`src/pkg/ioc_pkg.sv`:
```
// Shared constants and types for the I/O channel instruction handler
package ioc_pkg;

	// ----------------------------------------
	// Widths
	// ----------------------------------------
	localparam int WORD_W = 24; // Accumulator and channel word
	localparam int ADDR_W = 18; // Transfer address width
	localparam int PLIST_PA_W = 16; // Parameter-list channel address width
	localparam int UNIT_W = 4; // Full unit code
	localparam int STAT_W = 8; // Unit status lines
	localparam int CHAR8_W = 8; // Narrow unit interface
	localparam int WB_ADR_W = 8; // Decoded Wishbone address bits

	// ----------------------------------------
	// Register byte addresses
	// ----------------------------------------
	localparam logic [7:0] ADR_ACC = 8'h00; // Accumulator image
	localparam logic [7:0] ADR_INSTR = 8'h04; // Instruction issue
	localparam logic [7:0] ADR_STATUS = 8'h08; // Channel state
	localparam logic [7:0] ADR_PAR = 8'h0C; // Parameter address

	// ----------------------------------------
	// Instruction word fields
	// ----------------------------------------
	localparam int OPC_LSB = 0; // Opcode, three bits
	localparam int OPC_W = 3;
	localparam int UNIT_LSB = 4; // Unit code, four bits
	localparam int MERGE_BIT = 8; // Character merge select

	// Command word fields
	localparam int MODE_LSB = 4; // Mode, bits 4 and 5
	localparam int MODE_W = 2;
	localparam int OVR_BIT = 6; // Override
	localparam int SWINT_SEL_W = 2; // One of four pulses

	// Status-input word channel bits
	localparam int ST_MUX = 21;
	localparam int ST_OFF = 22;
	localparam int ST_BLK = 23;
	localparam int NARROW_STAT_W = 6; // Six bits on 8-bit interface

	// STATUS register fields
	localparam int STS_COND = 0; // Condition not-zero
	localparam int STS_BUSY = 1;
	localparam int STS_OFF = 2;
	localparam int STS_MUX = 3;
	localparam int STS_UNIT_LSB = 4;

	// Default mode codes
	localparam logic [1:0] MC_NORMAL = 2'h0;
	localparam logic [1:0] MC_OFFLINE = 2'h1;
	localparam logic [1:0] MC_MUX = 2'h2;
	localparam logic [1:0] MC_RESET = 2'h3;

	// ----------------------------------------
	// Timing
	// ----------------------------------------
	localparam int CLK_PERIOD_NS = 100;
	localparam int SWINT_PULSE_NS = 1000;
	localparam int SWINT_CYCLES = SWINT_PULSE_NS / CLK_PERIOD_NS;

	// ----------------------------------------
	// Types
	// ----------------------------------------
	typedef enum logic [1:0] {
		CH_PROG, CH_PLIST, CH_EXT, CH_TWO
	} ioc_chan_t;

	typedef enum logic [2:0] {
		OP_CMD_OUT = 3'h0, OP_STAT_IN = 3'h1, OP_DATA_IN = 3'h2,
		OP_DATA_OUT = 3'h3, OP_ADDR_OUT = 3'h4, OP_ADDR_IN = 3'h5,
		OP_PADDR_IN = 3'h6, OP_NONE = 3'h7
	} ioc_op_t;

	typedef enum logic [1:0] {
		KIND_CMD = 2'h0, KIND_DATA = 2'h1, KIND_WCOUNT = 2'h2, KIND_TADDR = 2'h3
	} ioc_kind_t;

	typedef enum logic [1:0] {
		MODE_NORMAL, MODE_OFFLINE, MODE_MUX
	} ioc_mode_t;

endpackage : ioc_pkg

```
`src/rtl/ioc_sync.sv`:
```
// Three-stage input synchroniser with agreement filter
`timescale 1ns/1ns
module ioc_sync #(
	parameter int WIDTH = 1
) (
	// Clock and reset
	input wire logic core_clk_i,
	input wire logic reset_n_i,
	// Pins and filtered levels
	input wire logic [WIDTH-1:0] pin_i,
	output logic [WIDTH-1:0] level_o
);
	logic [WIDTH-1:0] s1_reg; // Metastable stage, read by s2 only
	logic [WIDTH-1:0] s2_reg;
	logic [WIDTH-1:0] s3_reg;

	// ----------------------------------------
	// Shift chain
	// ----------------------------------------
	always_ff @(posedge core_clk_i) begin
		if (!reset_n_i) begin
			s1_reg <= '0;
			s2_reg <= '0;
			s3_reg <= '0;
		end else begin
			s1_reg <= pin_i;
			s2_reg <= s1_reg;
			s3_reg <= s2_reg;
		end
	end

	// Accept a change only once the last two stages agree
	always_ff @(posedge core_clk_i) begin
		if (!reset_n_i) begin
			level_o <= '0;
		end else begin
			for (int i = 0; i < WIDTH; i++) begin
				if (s2_reg[i] == s3_reg[i]) begin
					level_o[i] <= s3_reg[i];
				end
			end
		end
	end

endmodule : ioc_sync

```
`src/rtl/ioc_pulse_gen.sv`:
```
// Fixed-length pulse generator for one software interrupt line
`timescale 1ns/1ns
module ioc_pulse_gen #(
	parameter int CYCLES = 10
) (
	// Clock and reset
	input wire logic core_clk_i,
	input wire logic reset_n_i,
	// Trigger and pulse
	input wire logic trig_i,
	output logic pulse_o
);
	localparam int CNT_W = $clog2(CYCLES + 1);
	localparam logic [CNT_W-1:0] CNT_LOAD = CNT_W'(CYCLES);

	logic [CNT_W-1:0] cnt_reg; // Cycles still to drive

	// ----------------------------------------
	// Count down; a new trigger restarts the pulse
	// ----------------------------------------
	always_ff @(posedge core_clk_i) begin
		if (!reset_n_i) begin
			cnt_reg <= '0;
		end else if (trig_i) begin
			cnt_reg <= CNT_LOAD;
		end else if (cnt_reg != '0) begin
			cnt_reg <= cnt_reg - 1'b1;
		end
	end

	// Registered so the line is glitch free
	always_ff @(posedge core_clk_i) begin
		if (!reset_n_i) begin
			pulse_o <= 1'b0;
		end else begin
			pulse_o <= trig_i || (cnt_reg > CNT_W'(1));
		end
	end

endmodule : ioc_pulse_gen

```
`src/rtl/ioc_channel.sv`:
```
// I/O channel instruction handler with Wishbone register access
//
// Function
// Busy command output refused, condition not-zero
// Override forces reconnect, clears activity (code does neither in offline mode)
// Unit code width depends on channel type
// Command bits 4-5 select channel mode
// Mode code mapping is configurable
// Offline mode detaches units from interface
// Multiplex ignores CPU except override/reset
// Reset mode returns to normal
// Two-unit channel stays in normal mode
// Status word packs unit status low
// Channel mode and busy in top bits
// Data input immediate else not-zero
// Input character right-justified, upper zeros
// Merge ORs input into accumulator
// Data input unsupported on ext/two-unit
// Output word buffered until unit takes
// Ext sends word count; two-unit refuses
// Address output loads parameter address register
// Param-list address output clears block logic
// Ext refuses address output while busy
// Two-unit stores address per unit
// Programmed channel emits software interrupt pulse
// Address input returns 18-bit transfer address
// Unit change reconnects, busy meanwhile
//
// The register offsets and the Wishbone slave port were left to the implementer.
`timescale 1ns/1ns
module ioc_channel
	import ioc_pkg::*;
#(
	parameter ioc_chan_t CHAN_TYPE = CH_PROG,
	parameter int OUT_W = WORD_W, // 8 or 24
	parameter int CHAR_W = WORD_W, // Bits per input character
	parameter logic [1:0] MODE_CODE_OFF = MC_OFFLINE,
	parameter logic [1:0] MODE_CODE_MUX = MC_MUX,
	parameter logic [1:0] MODE_CODE_RST = MC_RESET
) (
	// Clock and reset
	input wire logic core_clk_i,
	input wire logic reset_n_i,
	// Wishbone slave
	input wire logic wb_cyc_i,
	input wire logic wb_stb_i,
	input wire logic wb_we_i,
	input wire logic [WB_ADR_W-1:0] wb_adr_i,
	input wire logic [3:0] wb_sel_i,
	input wire logic [31:0] wb_dat_i,
	output logic [31:0] wb_dat_o,
	output logic wb_ack_o,
	// Unit selection
	output logic [UNIT_W-1:0] unit_sel_o,
	output logic unit_connect_o,
	input wire logic unit_connected_i,
	// Unit input
	input wire logic unit_data_avail_i,
	input wire logic [WORD_W-1:0] unit_data_i,
	output logic unit_data_ack_o,
	input wire logic [STAT_W-1:0] unit_status_i,
	input wire logic [ADDR_W-1:0] transfer_address_i,
	input wire logic block_busy_i,
	// Unit output
	output logic [WORD_W-1:0] out_word_o,
	output logic [1:0] out_kind_o,
	output logic out_valid_o,
	input wire logic unit_take_i,
	// Channel state
	output logic offline_o,
	output logic multiplex_o,
	output logic block_clear_o,
	output logic [ADDR_W-1:0] param_address_o,
	output logic [3:0] swint_o
);
	// ----------------------------------------
	// Declarations
	// ----------------------------------------
	typedef enum logic [1:0] {
		ST_IDLE, ST_DROP, ST_RAISE, ST_OUT
	} ioc_state_t;

	// Unit-code mask per channel type
	localparam logic [UNIT_W-1:0] UMASK =
		(CHAN_TYPE == CH_TWO) ? 4'h3 : (CHAN_TYPE == CH_EXT) ? 4'h7 : 4'hF;

	ioc_state_t state_reg; // Channel sequencer
	ioc_mode_t mode_reg; // Current channel mode
	logic [WORD_W-1:0] acc_reg; // Accumulator image
	logic cond_reg; // Condition not-zero
	logic [WORD_W-1:0] obuf_reg; // Output buffer
	logic [1:0] okind_reg; // What the buffer holds
	logic pend_reg; // Buffer waits for reconnect
	logic [UNIT_W-1:0] unit_reg; // Connected unit
	logic [UNIT_W-1:0] new_unit_reg; // Unit being connected
	logic [ADDR_W-1:0] par_reg; // Parameter address
	logic [ADDR_W-1:0] par_unit_reg [2]; // Two-unit storage
	logic take_d_reg; // Previous synced take
	logic [3:0] sw_trig; // Software interrupt triggers
	logic [3:0] pin_s; // Synchronised pins
	logic conn_s, avail_s, take_s, blk_s;

	// Instruction decode
	logic exec;
	ioc_op_t op;
	logic [UNIT_W-1:0] iunit;
	logic merge, ovr, busy, same_unit, mux_block;
	logic [1:0] mcode;
	logic [WORD_W-1:0] in_char, stat_word;
	logic [31:0] rd_data;

	// ----------------------------------------
	// Pin synchronisers
	// ----------------------------------------
	ioc_sync #(.WIDTH(4)) u_sync (
		.core_clk_i(core_clk_i),
		.reset_n_i(reset_n_i),
		.pin_i({block_busy_i, unit_take_i, unit_data_avail_i, unit_connected_i}),
		.level_o(pin_s)
	);
	assign {blk_s, take_s, avail_s, conn_s} = pin_s;

	// ----------------------------------------
	// Instruction decode
	// ----------------------------------------
	// An instruction runs at the edge where the INSTR write is acknowledged
	assign exec = wb_cyc_i && wb_stb_i && wb_we_i && wb_ack_o &&
		(wb_adr_i == ADR_INSTR) && wb_sel_i[0];
	assign op = ioc_op_t'(wb_dat_i[OPC_LSB +: OPC_W]);
	assign iunit = wb_dat_i[UNIT_LSB +: UNIT_W] & UMASK;
	assign merge = wb_dat_i[MERGE_BIT];
	// Override does not exist on the external-addressing channel
	assign ovr = acc_reg[OVR_BIT] && (CHAN_TYPE != CH_EXT);
	assign mcode = acc_reg[MODE_LSB +: MODE_W];
	assign busy = (state_reg != ST_IDLE);
	assign same_unit = (iunit == unit_reg);
	// Multiplex shuts out the CPU except override or a reset command
	assign mux_block = (mode_reg == MODE_MUX) &&
		!((op == OP_CMD_OUT) && (ovr || (mcode == MODE_CODE_RST)));

	// Character right-justified, unused upper bits zero
	assign in_char = WORD_W'(unit_data_i[CHAR_W-1:0]);

	// ----------------------------------------
	// Status word packing
	// ----------------------------------------
	always_comb begin
		stat_word = '0;
		if (OUT_W == CHAR8_W) begin
			stat_word[NARROW_STAT_W-1:0] = unit_status_i[NARROW_STAT_W-1:0];
		end else begin
			stat_word[STAT_W-1:0] = unit_status_i;
		end
		if (CHAN_TYPE == CH_PROG || CHAN_TYPE == CH_PLIST) begin
			stat_word[ST_MUX] = (mode_reg == MODE_MUX);
		end
		if (CHAN_TYPE != CH_TWO) begin
			stat_word[ST_OFF] = (mode_reg == MODE_OFFLINE);
		end
		if (CHAN_TYPE == CH_PLIST) begin
			stat_word[ST_BLK] = blk_s;
		end
	end

	// ----------------------------------------
	// Sequencer: reconnect and output buffer
	// ----------------------------------------
	always_ff @(posedge core_clk_i) begin
		if (!reset_n_i) begin
			state_reg <= ST_IDLE;
			pend_reg <= 1'b0;
			unit_reg <= '0;
			new_unit_reg <= '0;
		end else if (exec && op == OP_CMD_OUT && ovr && !(mode_reg == MODE_OFFLINE)) begin
			// Override drops whatever runs and reconnects the unit
			state_reg <= ST_DROP;
			new_unit_reg <= iunit;
			pend_reg <= 1'b1;
		end else if (exec && !busy && !mux_block && !same_unit &&
				op != OP_ADDR_IN && op != OP_PADDR_IN && mode_reg != MODE_OFFLINE) begin
			// Different unit: reconnect first, instruction must be retried
			state_reg <= ST_DROP;
			new_unit_reg <= iunit;
		end else begin
			unique case (state_reg)
				ST_IDLE: begin
					if (exec && same_unit && !mux_block && obuf_load(op)) begin
						state_reg <= ST_OUT;
					end
				end
				ST_DROP: begin
					// Old unit must let go before the new one is asked for
					if (!conn_s) begin
						state_reg <= ST_RAISE;
						unit_reg <= new_unit_reg;
					end
				end
				ST_RAISE: begin
					if (conn_s) begin
						state_reg <= pend_reg ? ST_OUT : ST_IDLE;
						pend_reg <= 1'b0;
					end
				end
				ST_OUT: begin
					// Buffer freed on the unit's take edge
					if (take_s && !take_d_reg) begin
						state_reg <= ST_IDLE;
					end
				end
			endcase
		end
	end

	// Whether an instruction accepted in idle fills the output buffer
	function automatic logic obuf_load(input ioc_op_t o);
		logic r;
		r = 1'b0;
		if (o == OP_CMD_OUT) begin
			r = 1'b1;
		end else if (o == OP_DATA_OUT) begin
			r = (CHAN_TYPE != CH_TWO);
		end else if (o == OP_ADDR_OUT) begin
			r = (CHAN_TYPE == CH_EXT);
		end
		return r;
	endfunction : obuf_load

	// Take edge tracking
	always_ff @(posedge core_clk_i) begin
		if (!reset_n_i) begin
			take_d_reg <= 1'b0;
		end else begin
			take_d_reg <= take_s;
		end
	end

	// ----------------------------------------
	// Output buffer contents
	// ----------------------------------------
	always_ff @(posedge core_clk_i) begin
		if (!reset_n_i) begin
			obuf_reg <= '0;
			okind_reg <= KIND_CMD;
		end else if (exec && op == OP_CMD_OUT && (ovr || (!busy && !mux_block))) begin
			obuf_reg <= acc_reg;
			okind_reg <= KIND_CMD;
		end else if (exec && !busy && same_unit && !mux_block) begin
			if (op == OP_DATA_OUT && CHAN_TYPE != CH_TWO) begin
				// Narrow interface passes only the low byte
				obuf_reg <= WORD_W'(acc_reg[OUT_W-1:0]);
				okind_reg <= (CHAN_TYPE == CH_EXT) ? KIND_WCOUNT : KIND_DATA;
			end else if (op == OP_ADDR_OUT && CHAN_TYPE == CH_EXT) begin
				obuf_reg <= WORD_W'(acc_reg[ADDR_W-1:0]);
				okind_reg <= KIND_TADDR;
			end
		end
	end

	// ----------------------------------------
	// Channel mode
	// ----------------------------------------
	always_ff @(posedge core_clk_i) begin
		if (!reset_n_i) begin
			mode_reg <= MODE_NORMAL;
		end else if (exec && op == OP_CMD_OUT && CHAN_TYPE != CH_TWO &&
				(ovr || (!busy && !mux_block && same_unit))) begin
			if (mcode == MODE_CODE_RST) begin
				mode_reg <= MODE_NORMAL;
			end else if (mcode == MODE_CODE_OFF) begin
				mode_reg <= MODE_OFFLINE;
			end else if (mcode == MODE_CODE_MUX) begin
				mode_reg <= MODE_MUX;
			end
		end
	end

	// ----------------------------------------
	// Accumulator image and condition
	// ----------------------------------------
	always_ff @(posedge core_clk_i) begin
		if (!reset_n_i) begin
			acc_reg <= '0;
			cond_reg <= 1'b0;
		end else if (wb_cyc_i && wb_stb_i && wb_we_i && wb_ack_o && wb_adr_i == ADR_ACC) begin
			for (int b = 0; b < 3; b++) begin
				if (wb_sel_i[b]) begin
					acc_reg[b*8 +: 8] <= wb_dat_i[b*8 +: 8];
				end
			end
		end else if (exec) begin
			cond_reg <= 1'b1; // Refusal is the default answer
			if (op == OP_CMD_OUT) begin
				cond_reg <= !(ovr || (!busy && !mux_block && same_unit));
			end else if (mux_block || ((busy || !same_unit) && op != OP_ADDR_IN &&
					op != OP_PADDR_IN) || (busy && CHAN_TYPE == CH_TWO)) begin
				cond_reg <= 1'b1;
			end else begin
				unique case (op)
					OP_STAT_IN: begin
						acc_reg <= stat_word;
						cond_reg <= 1'b0;
					end
					OP_DATA_IN: begin
						if (CHAN_TYPE != CH_EXT && CHAN_TYPE != CH_TWO && avail_s) begin
							acc_reg <= merge ? (acc_reg | in_char) : in_char;
							cond_reg <= 1'b0;
						end
					end
					OP_DATA_OUT: cond_reg <= (CHAN_TYPE == CH_TWO);
					OP_ADDR_OUT: cond_reg <= 1'b0;
					OP_ADDR_IN: begin
						if (CHAN_TYPE != CH_EXT) begin
							acc_reg <= WORD_W'(transfer_address_i);
							cond_reg <= 1'b0;
						end
					end
					OP_PADDR_IN: begin
						if (CHAN_TYPE == CH_TWO) begin
							acc_reg <= WORD_W'(par_unit_reg[iunit[0]]);
							cond_reg <= 1'b0;
						end else if (CHAN_TYPE == CH_PLIST) begin
							acc_reg <= WORD_W'(par_reg[PLIST_PA_W-1:0]);
							cond_reg <= 1'b0;
						end
					end
					default: cond_reg <= 1'b1;
				endcase
			end
		end
	end

	// ----------------------------------------
	// Address output: parameter address registers
	// ----------------------------------------
	always_ff @(posedge core_clk_i) begin
		if (!reset_n_i) begin
			par_reg <= '0;
			par_unit_reg[0] <= '0;
			par_unit_reg[1] <= '0;
		end else if (exec && op == OP_ADDR_OUT && !busy && !mux_block && same_unit) begin
			if (CHAN_TYPE == CH_PLIST) begin
				par_reg <= acc_reg[ADDR_W-1:0];
			end else if (CHAN_TYPE == CH_TWO) begin
				par_reg <= acc_reg[ADDR_W-1:0];
				par_unit_reg[iunit[0]] <= acc_reg[ADDR_W-1:0];
			end
		end
	end

	// Block clear and software interrupt triggers
	always_ff @(posedge core_clk_i) begin
		if (!reset_n_i) begin
			block_clear_o <= 1'b0;
			sw_trig <= '0;
		end else begin
			block_clear_o <= exec && op == OP_ADDR_OUT && CHAN_TYPE == CH_PLIST &&
				!busy && !mux_block && same_unit;
			sw_trig <= '0;
			if (exec && op == OP_ADDR_OUT && CHAN_TYPE == CH_PROG &&
					!busy && !mux_block && same_unit) begin
				sw_trig[acc_reg[SWINT_SEL_W-1:0]] <= 1'b1;
			end
		end
	end

	// One generator per software interrupt line
	for (genvar g = 0; g < 4; g++) begin : g_swint
		ioc_pulse_gen #(.CYCLES(SWINT_CYCLES)) u_pulse (
			.core_clk_i(core_clk_i),
			.reset_n_i(reset_n_i),
			.trig_i(sw_trig[g]),
			.pulse_o(swint_o[g])
		);
	end

	// Data input handshake back to the unit
	always_ff @(posedge core_clk_i) begin
		if (!reset_n_i) begin
			unit_data_ack_o <= 1'b0;
		end else begin
			unit_data_ack_o <= exec && op == OP_DATA_IN && !busy && !mux_block &&
				same_unit && avail_s && CHAN_TYPE != CH_EXT && CHAN_TYPE != CH_TWO;
		end
	end

	// ----------------------------------------
	// Unit-side outputs
	// ----------------------------------------
	always_ff @(posedge core_clk_i) begin
		if (!reset_n_i) begin
			unit_sel_o <= '0;
			unit_connect_o <= 1'b0;
			out_word_o <= '0;
			out_kind_o <= KIND_CMD;
			out_valid_o <= 1'b0;
		end else begin
			unit_sel_o <= unit_reg;
			// Offline detaches the units; drop also releases them
			unit_connect_o <= (state_reg != ST_DROP) && (unit_sel_o == unit_reg) &&
				(mode_reg != MODE_OFFLINE);
			out_word_o <= obuf_reg;
			out_kind_o <= okind_reg;
			out_valid_o <= (state_reg == ST_OUT) && !(take_s && !take_d_reg);
		end
	end
	assign offline_o = (mode_reg == MODE_OFFLINE);
	assign multiplex_o = (mode_reg == MODE_MUX);
	assign param_address_o = par_reg;

	// ----------------------------------------
	// Wishbone slave: registered answer one cycle after the request
	// ----------------------------------------
	always_comb begin
		rd_data = '0;
		unique case (wb_adr_i)
			ADR_ACC: rd_data = 32'(acc_reg);
			ADR_STATUS: begin
				rd_data[STS_COND] = cond_reg;
				rd_data[STS_BUSY] = busy;
				rd_data[STS_OFF] = (mode_reg == MODE_OFFLINE);
				rd_data[STS_MUX] = (mode_reg == MODE_MUX);
				rd_data[STS_UNIT_LSB +: UNIT_W] = unit_reg;
			end
			ADR_PAR: rd_data = 32'(par_reg);
			default: rd_data = '0; // Unmapped and INSTR read as zero
		endcase
	end

	always_ff @(posedge core_clk_i) begin
		if (!reset_n_i) begin
			wb_ack_o <= 1'b0;
			wb_dat_o <= '0;
		end else begin
			wb_ack_o <= wb_cyc_i && wb_stb_i && !wb_ack_o;
			wb_dat_o <= rd_data;
		end
	end

endmodule : ioc_channel

```
`config.mk`:
```
export PLATFORM = sky130hd
export DESIGN_NAME = ioc_channel
export DESIGN_NICKNAME = d
export VERILOG_FILES = /design/src/pkg/ioc_pkg.sv /design/src/rtl/ioc_sync.sv /design/src/rtl/ioc_pulse_gen.sv /design/src/rtl/ioc_channel.sv
export SDC_FILE = /design/constraint.sdc
export NUM_CORES = 1
export LEC_CHECK = 0
export BUFFER_PORTS_ARGS = -buffer_cell sky130_fd_sc_hd__buf_2
export CORE_MARGIN = 2
export CORE_UTILIZATION = 40
export CTS_CLUSTER_SIZE = 20
export DETAILED_ROUTE_END_ITERATION = 6
export PLACE_DENSITY = 0.62
export SYNTH_ARGS = -nofsm -noshare
export SYNTH_HDL_FRONTEND = slang
export SYNTH_SLANG_ARGS = --single-unit
```
`constraint.sdc`:
```
create_clock -name core_clk_i -period 2.9 [get_ports core_clk_i]
set_input_delay 0.435 -clock core_clk_i [delete_from_list [all_inputs] [get_ports core_clk_i]]
set_output_delay 0.435 -clock core_clk_i [all_outputs]
set_load 0.02 [all_outputs]
```
==> impl_metrics.csv <==
group,metric,value,unit
setup_path,critPathRequiredTime,3.24,ns
clocking,cts_made_buffers,17,
hold_path,worst_hold_path.num_cells,2,
clocking,clock_latency,0.42,ns
global_route,grt_usage,0.197,
synth,synth_commonest_cells,"dfxtp_1, a21oi_1, nand2_1",
power_and_ir_drop,powerDensity,594,mW/mm²
floorplan,ioPinCount,194,
cells_and_area,fin_nets,1010,
clocking,cts_buffer_depth,2,
setup_path,crit_chain,"nand4_1, nor4_4, nand3_2, buf_4, nor3_2, a21oi_1, a211oi_1",
timing,period_minus_slack,2.14,ns
clocking,hold_buffers,0,
floorplan,core_area,0.0160,mm²
synth,syn_inst,763,
setup_path,arrival,2.48,ns
synth,yosys_register_bits,157,
synth,ys_top_cells_by_area,"dfxtp_1, a21oi_1, o21ai_0",
route,drt_iter0_markers,344,
setup_path,critPathTopFamily,"simple AND/OR/NAND/NOR gates",
clocking,post_cts_resized,0,
route,firstDrtPassIters,5,
synth,synth_area_leader_cell,"dfxtp_1",
synth,yosysMostFrequentCell,"dfxtp_1",
synth,ys_seq_area_frac,0.476,
timing,tightest_slew,1.04,ns
timing,skew,0.00989,ns
setup_path,critPathKind,"reg -> reg",
clocking,post_cts_buffers,0,
timing,setup-tns-final,0,ns
setup_path,critPathBufInv,1,
place,numPortBuffers,155,
global_route,grt_pass1_wl,27.3,mm
hold_path,hp-class,"in -> reg",
floorplan,die-area,0.0176,mm²
synth,synth_warnings,0,
hold_path,holdPathEnd,"u_sync.s1_reg[0]$_SDFF_PN0_",
place,dp_hpwl,12.2,mm
route,avgRoutedWirePerCell,15.0,µm
power_and_ir_drop,power.total,4.83,mW
timing,drv_slew,0,
setup_path,reg2reg_from,"wb_ack_o$_SDFF_PN0_",
power_and_ir_drop,internal_power,3.71,mW
clocking,htree_levels,4,
route,wirelength,17.0,mm
route,antenna_left,0,
power_and_ir_drop,p_clk_frac,0.498,
power_and_ir_drop,switchingPower,1.12,mW
synth,syn_area,0.00660,mm²
timing,fmax,467,MHz
route,vias,5602,
floorplan,fp-row-count,46,
setup_path,critical_path.max_fanout,4,
setup_path,r2r_end,"mode_reg[0]$_SDFFE_PN0P_",
clocking,cts_tree,"yes",
power_and_ir_drop,swShare,0.232,
timing,rsz0062_at_grt,"false",
route,via_per_inst,4.92,
timing,final_hold_viol_count,0,
timing,relSlewSlack,0.309,
global_route,antenna_found_initial,2,
cells_and_area,areaGrowthSynthToFinish,23.2,%
setup_path,r2r_cells,7,
run,cap_violations,0,
global_route,grt_max_degree,104,
setup_path,cp_slowest_stage_delay,0.41,ns
synth,synth_top_area_share,0.476,
hold_path,holdCritStartpoint,"unit_connected_i",
clocking,clkSlewWorstSetupHoldPaths,0.07,ns
synth,synth-edff-count,0,
timing,setup_viol,0,
setup_path,r2r_slack,0.76,ns
power_and_ir_drop,p_leak,3.61,nW
floorplan,die_w,132,µm
synth,async_reset_ff_frac,0,
setup_path,crit_path_start_kind,"register",
clocking,clock_sinks,157,
power_and_ir_drop,peakVddDrop,0.000402,V
place,gp_congestion,0.905,
route,post-route-drc-count,0,
run_status,status,"completed",
synth,syn_avg_cell_area,8.66,µm²
power_and_ir_drop,power_frac_comb,0.054,
synth,synth.distinct_cells,68,
synth,synth_flop_cell,"dfxtp_1",
global_route,grt_pass1_vias,5003,
setup_path,end_kind,"register",
timing,fin_crit_sh,0.738,
global_route,gr-total-overflow,0,
clocking,root_buffer,"clkbuf_16",
floorplan,die_h,132,µm
cells_and_area,drive_above_1_share,0.260,
setup_path,slowest_stage,"nor4_4",
floorplan,initial_core_util,0.413,
power_and_ir_drop,p_seq_frac,0.448,
==> cell families after synthesis <==
group,synth area share
compound gates,0.181
xor+xnor,0.0106
buf+inv,0.0966
flops,0.476
mux,0.0288
other cells,0.000568
simple gates,0.207
==> per-layer routing <==
metal | GRT usage | vias to the layer above | part of all wire
li1 | - | 2862 | -
met1 | 0.291 | 2540 | 0.50
met2 | 0.284 | 178 | 0.42
met3 | 0.0425 | 22 | 0.056
met4 | 0.0687 | 0 | 0.017
met5 | 0 | - | 0
==> power groups by stage <==
stage / Combinational [mW] / Clock [mW] / Sequential [mW]
floorplan: 0.181 / 0 / 2.21
global placement: 0.258 / 0 / 2.21
detailed placement: 0.260 / 0 / 2.21
CTS: 0.260 / 2.46 / 2.16
global route: 0.287 / 2.56 / 2.16
finish: 0.261 / 2.41 / 2.16
==> placed cells by master, fill, tap and decap left out, types with 5 or more instances in the layout <==
cell and n:
o21ai_0 55, a21oi_1 73, nand2_1 70, buf_4 25
nor2b_1 10, nor2_1 50, conb_1 28, dfxtp_1 157
nand4_1 5, inv_1 43, and2_1 27, o2111ai_1 8
nand3_1 35, buf_2 154, clkbuf_16 17, mux2i_1 19
nor3_1 26, o211ai_1 8
==> area by class of cell <==
type	count	area [µm²]
well taps	216	270
flip-flops and latches	157	3140
clock inverters	12	175
inverters	44	165
fillers	1559	7870
clock buffers	20	467
diodes	2	5.00
repair buffers	180	978
multi-input cells	507	2930
==> how the worst max path moves through the flow <==
stage	start	end	slack (ns)	cells past startpoint
detailed placement	wb_adr_i[1]	acc_reg[7]$_SDFFE_PN0P_	0.41	8
finish	wb_ack_o$_SDFF_PN0_	mode_reg[0]$_SDFFE_PN0P_	0.76	7
CTS	wb_ack_o$_SDFF_PN0_	mode_reg[0]$_SDFFE_PN0P_	0.74	7
global route	wb_ack_o$_SDFF_PN0_	obuf_reg[22]$_SDFFE_PN0P_	0.53	8
global placement	wb_adr_i[1]	acc_reg[17]$_SDFFE_PN0P_	0.42	8
floorplan	wb_adr_i[1]	acc_reg[0]$_SDFFE_PN0P_	0.73	6
==> through the flow <==
| stage | cells | utilization | area [µm²] | hold slack [ns] | setup slack [ns] |
|---|---|---|---|---|---|
| floorplan | 790 | - | 6710 | 0.400 | 0.726 |
| global placement | 1104 | 0.468 | 7490 | 0.405 | 0.420 |
| detailed placement | 1104 | 0.468 | 7490 | 0.413 | 0.410 |
| CTS | 1136 | 0.508 | 8130 | 0.195 | 0.740 |
| global route | 1138 | 0.508 | 8140 | 0.204 | 0.526 |
| finish | 1138 | 0.508 | 8140 | 0.217 | 0.759 |
Power figures use the tool's default switching activity.
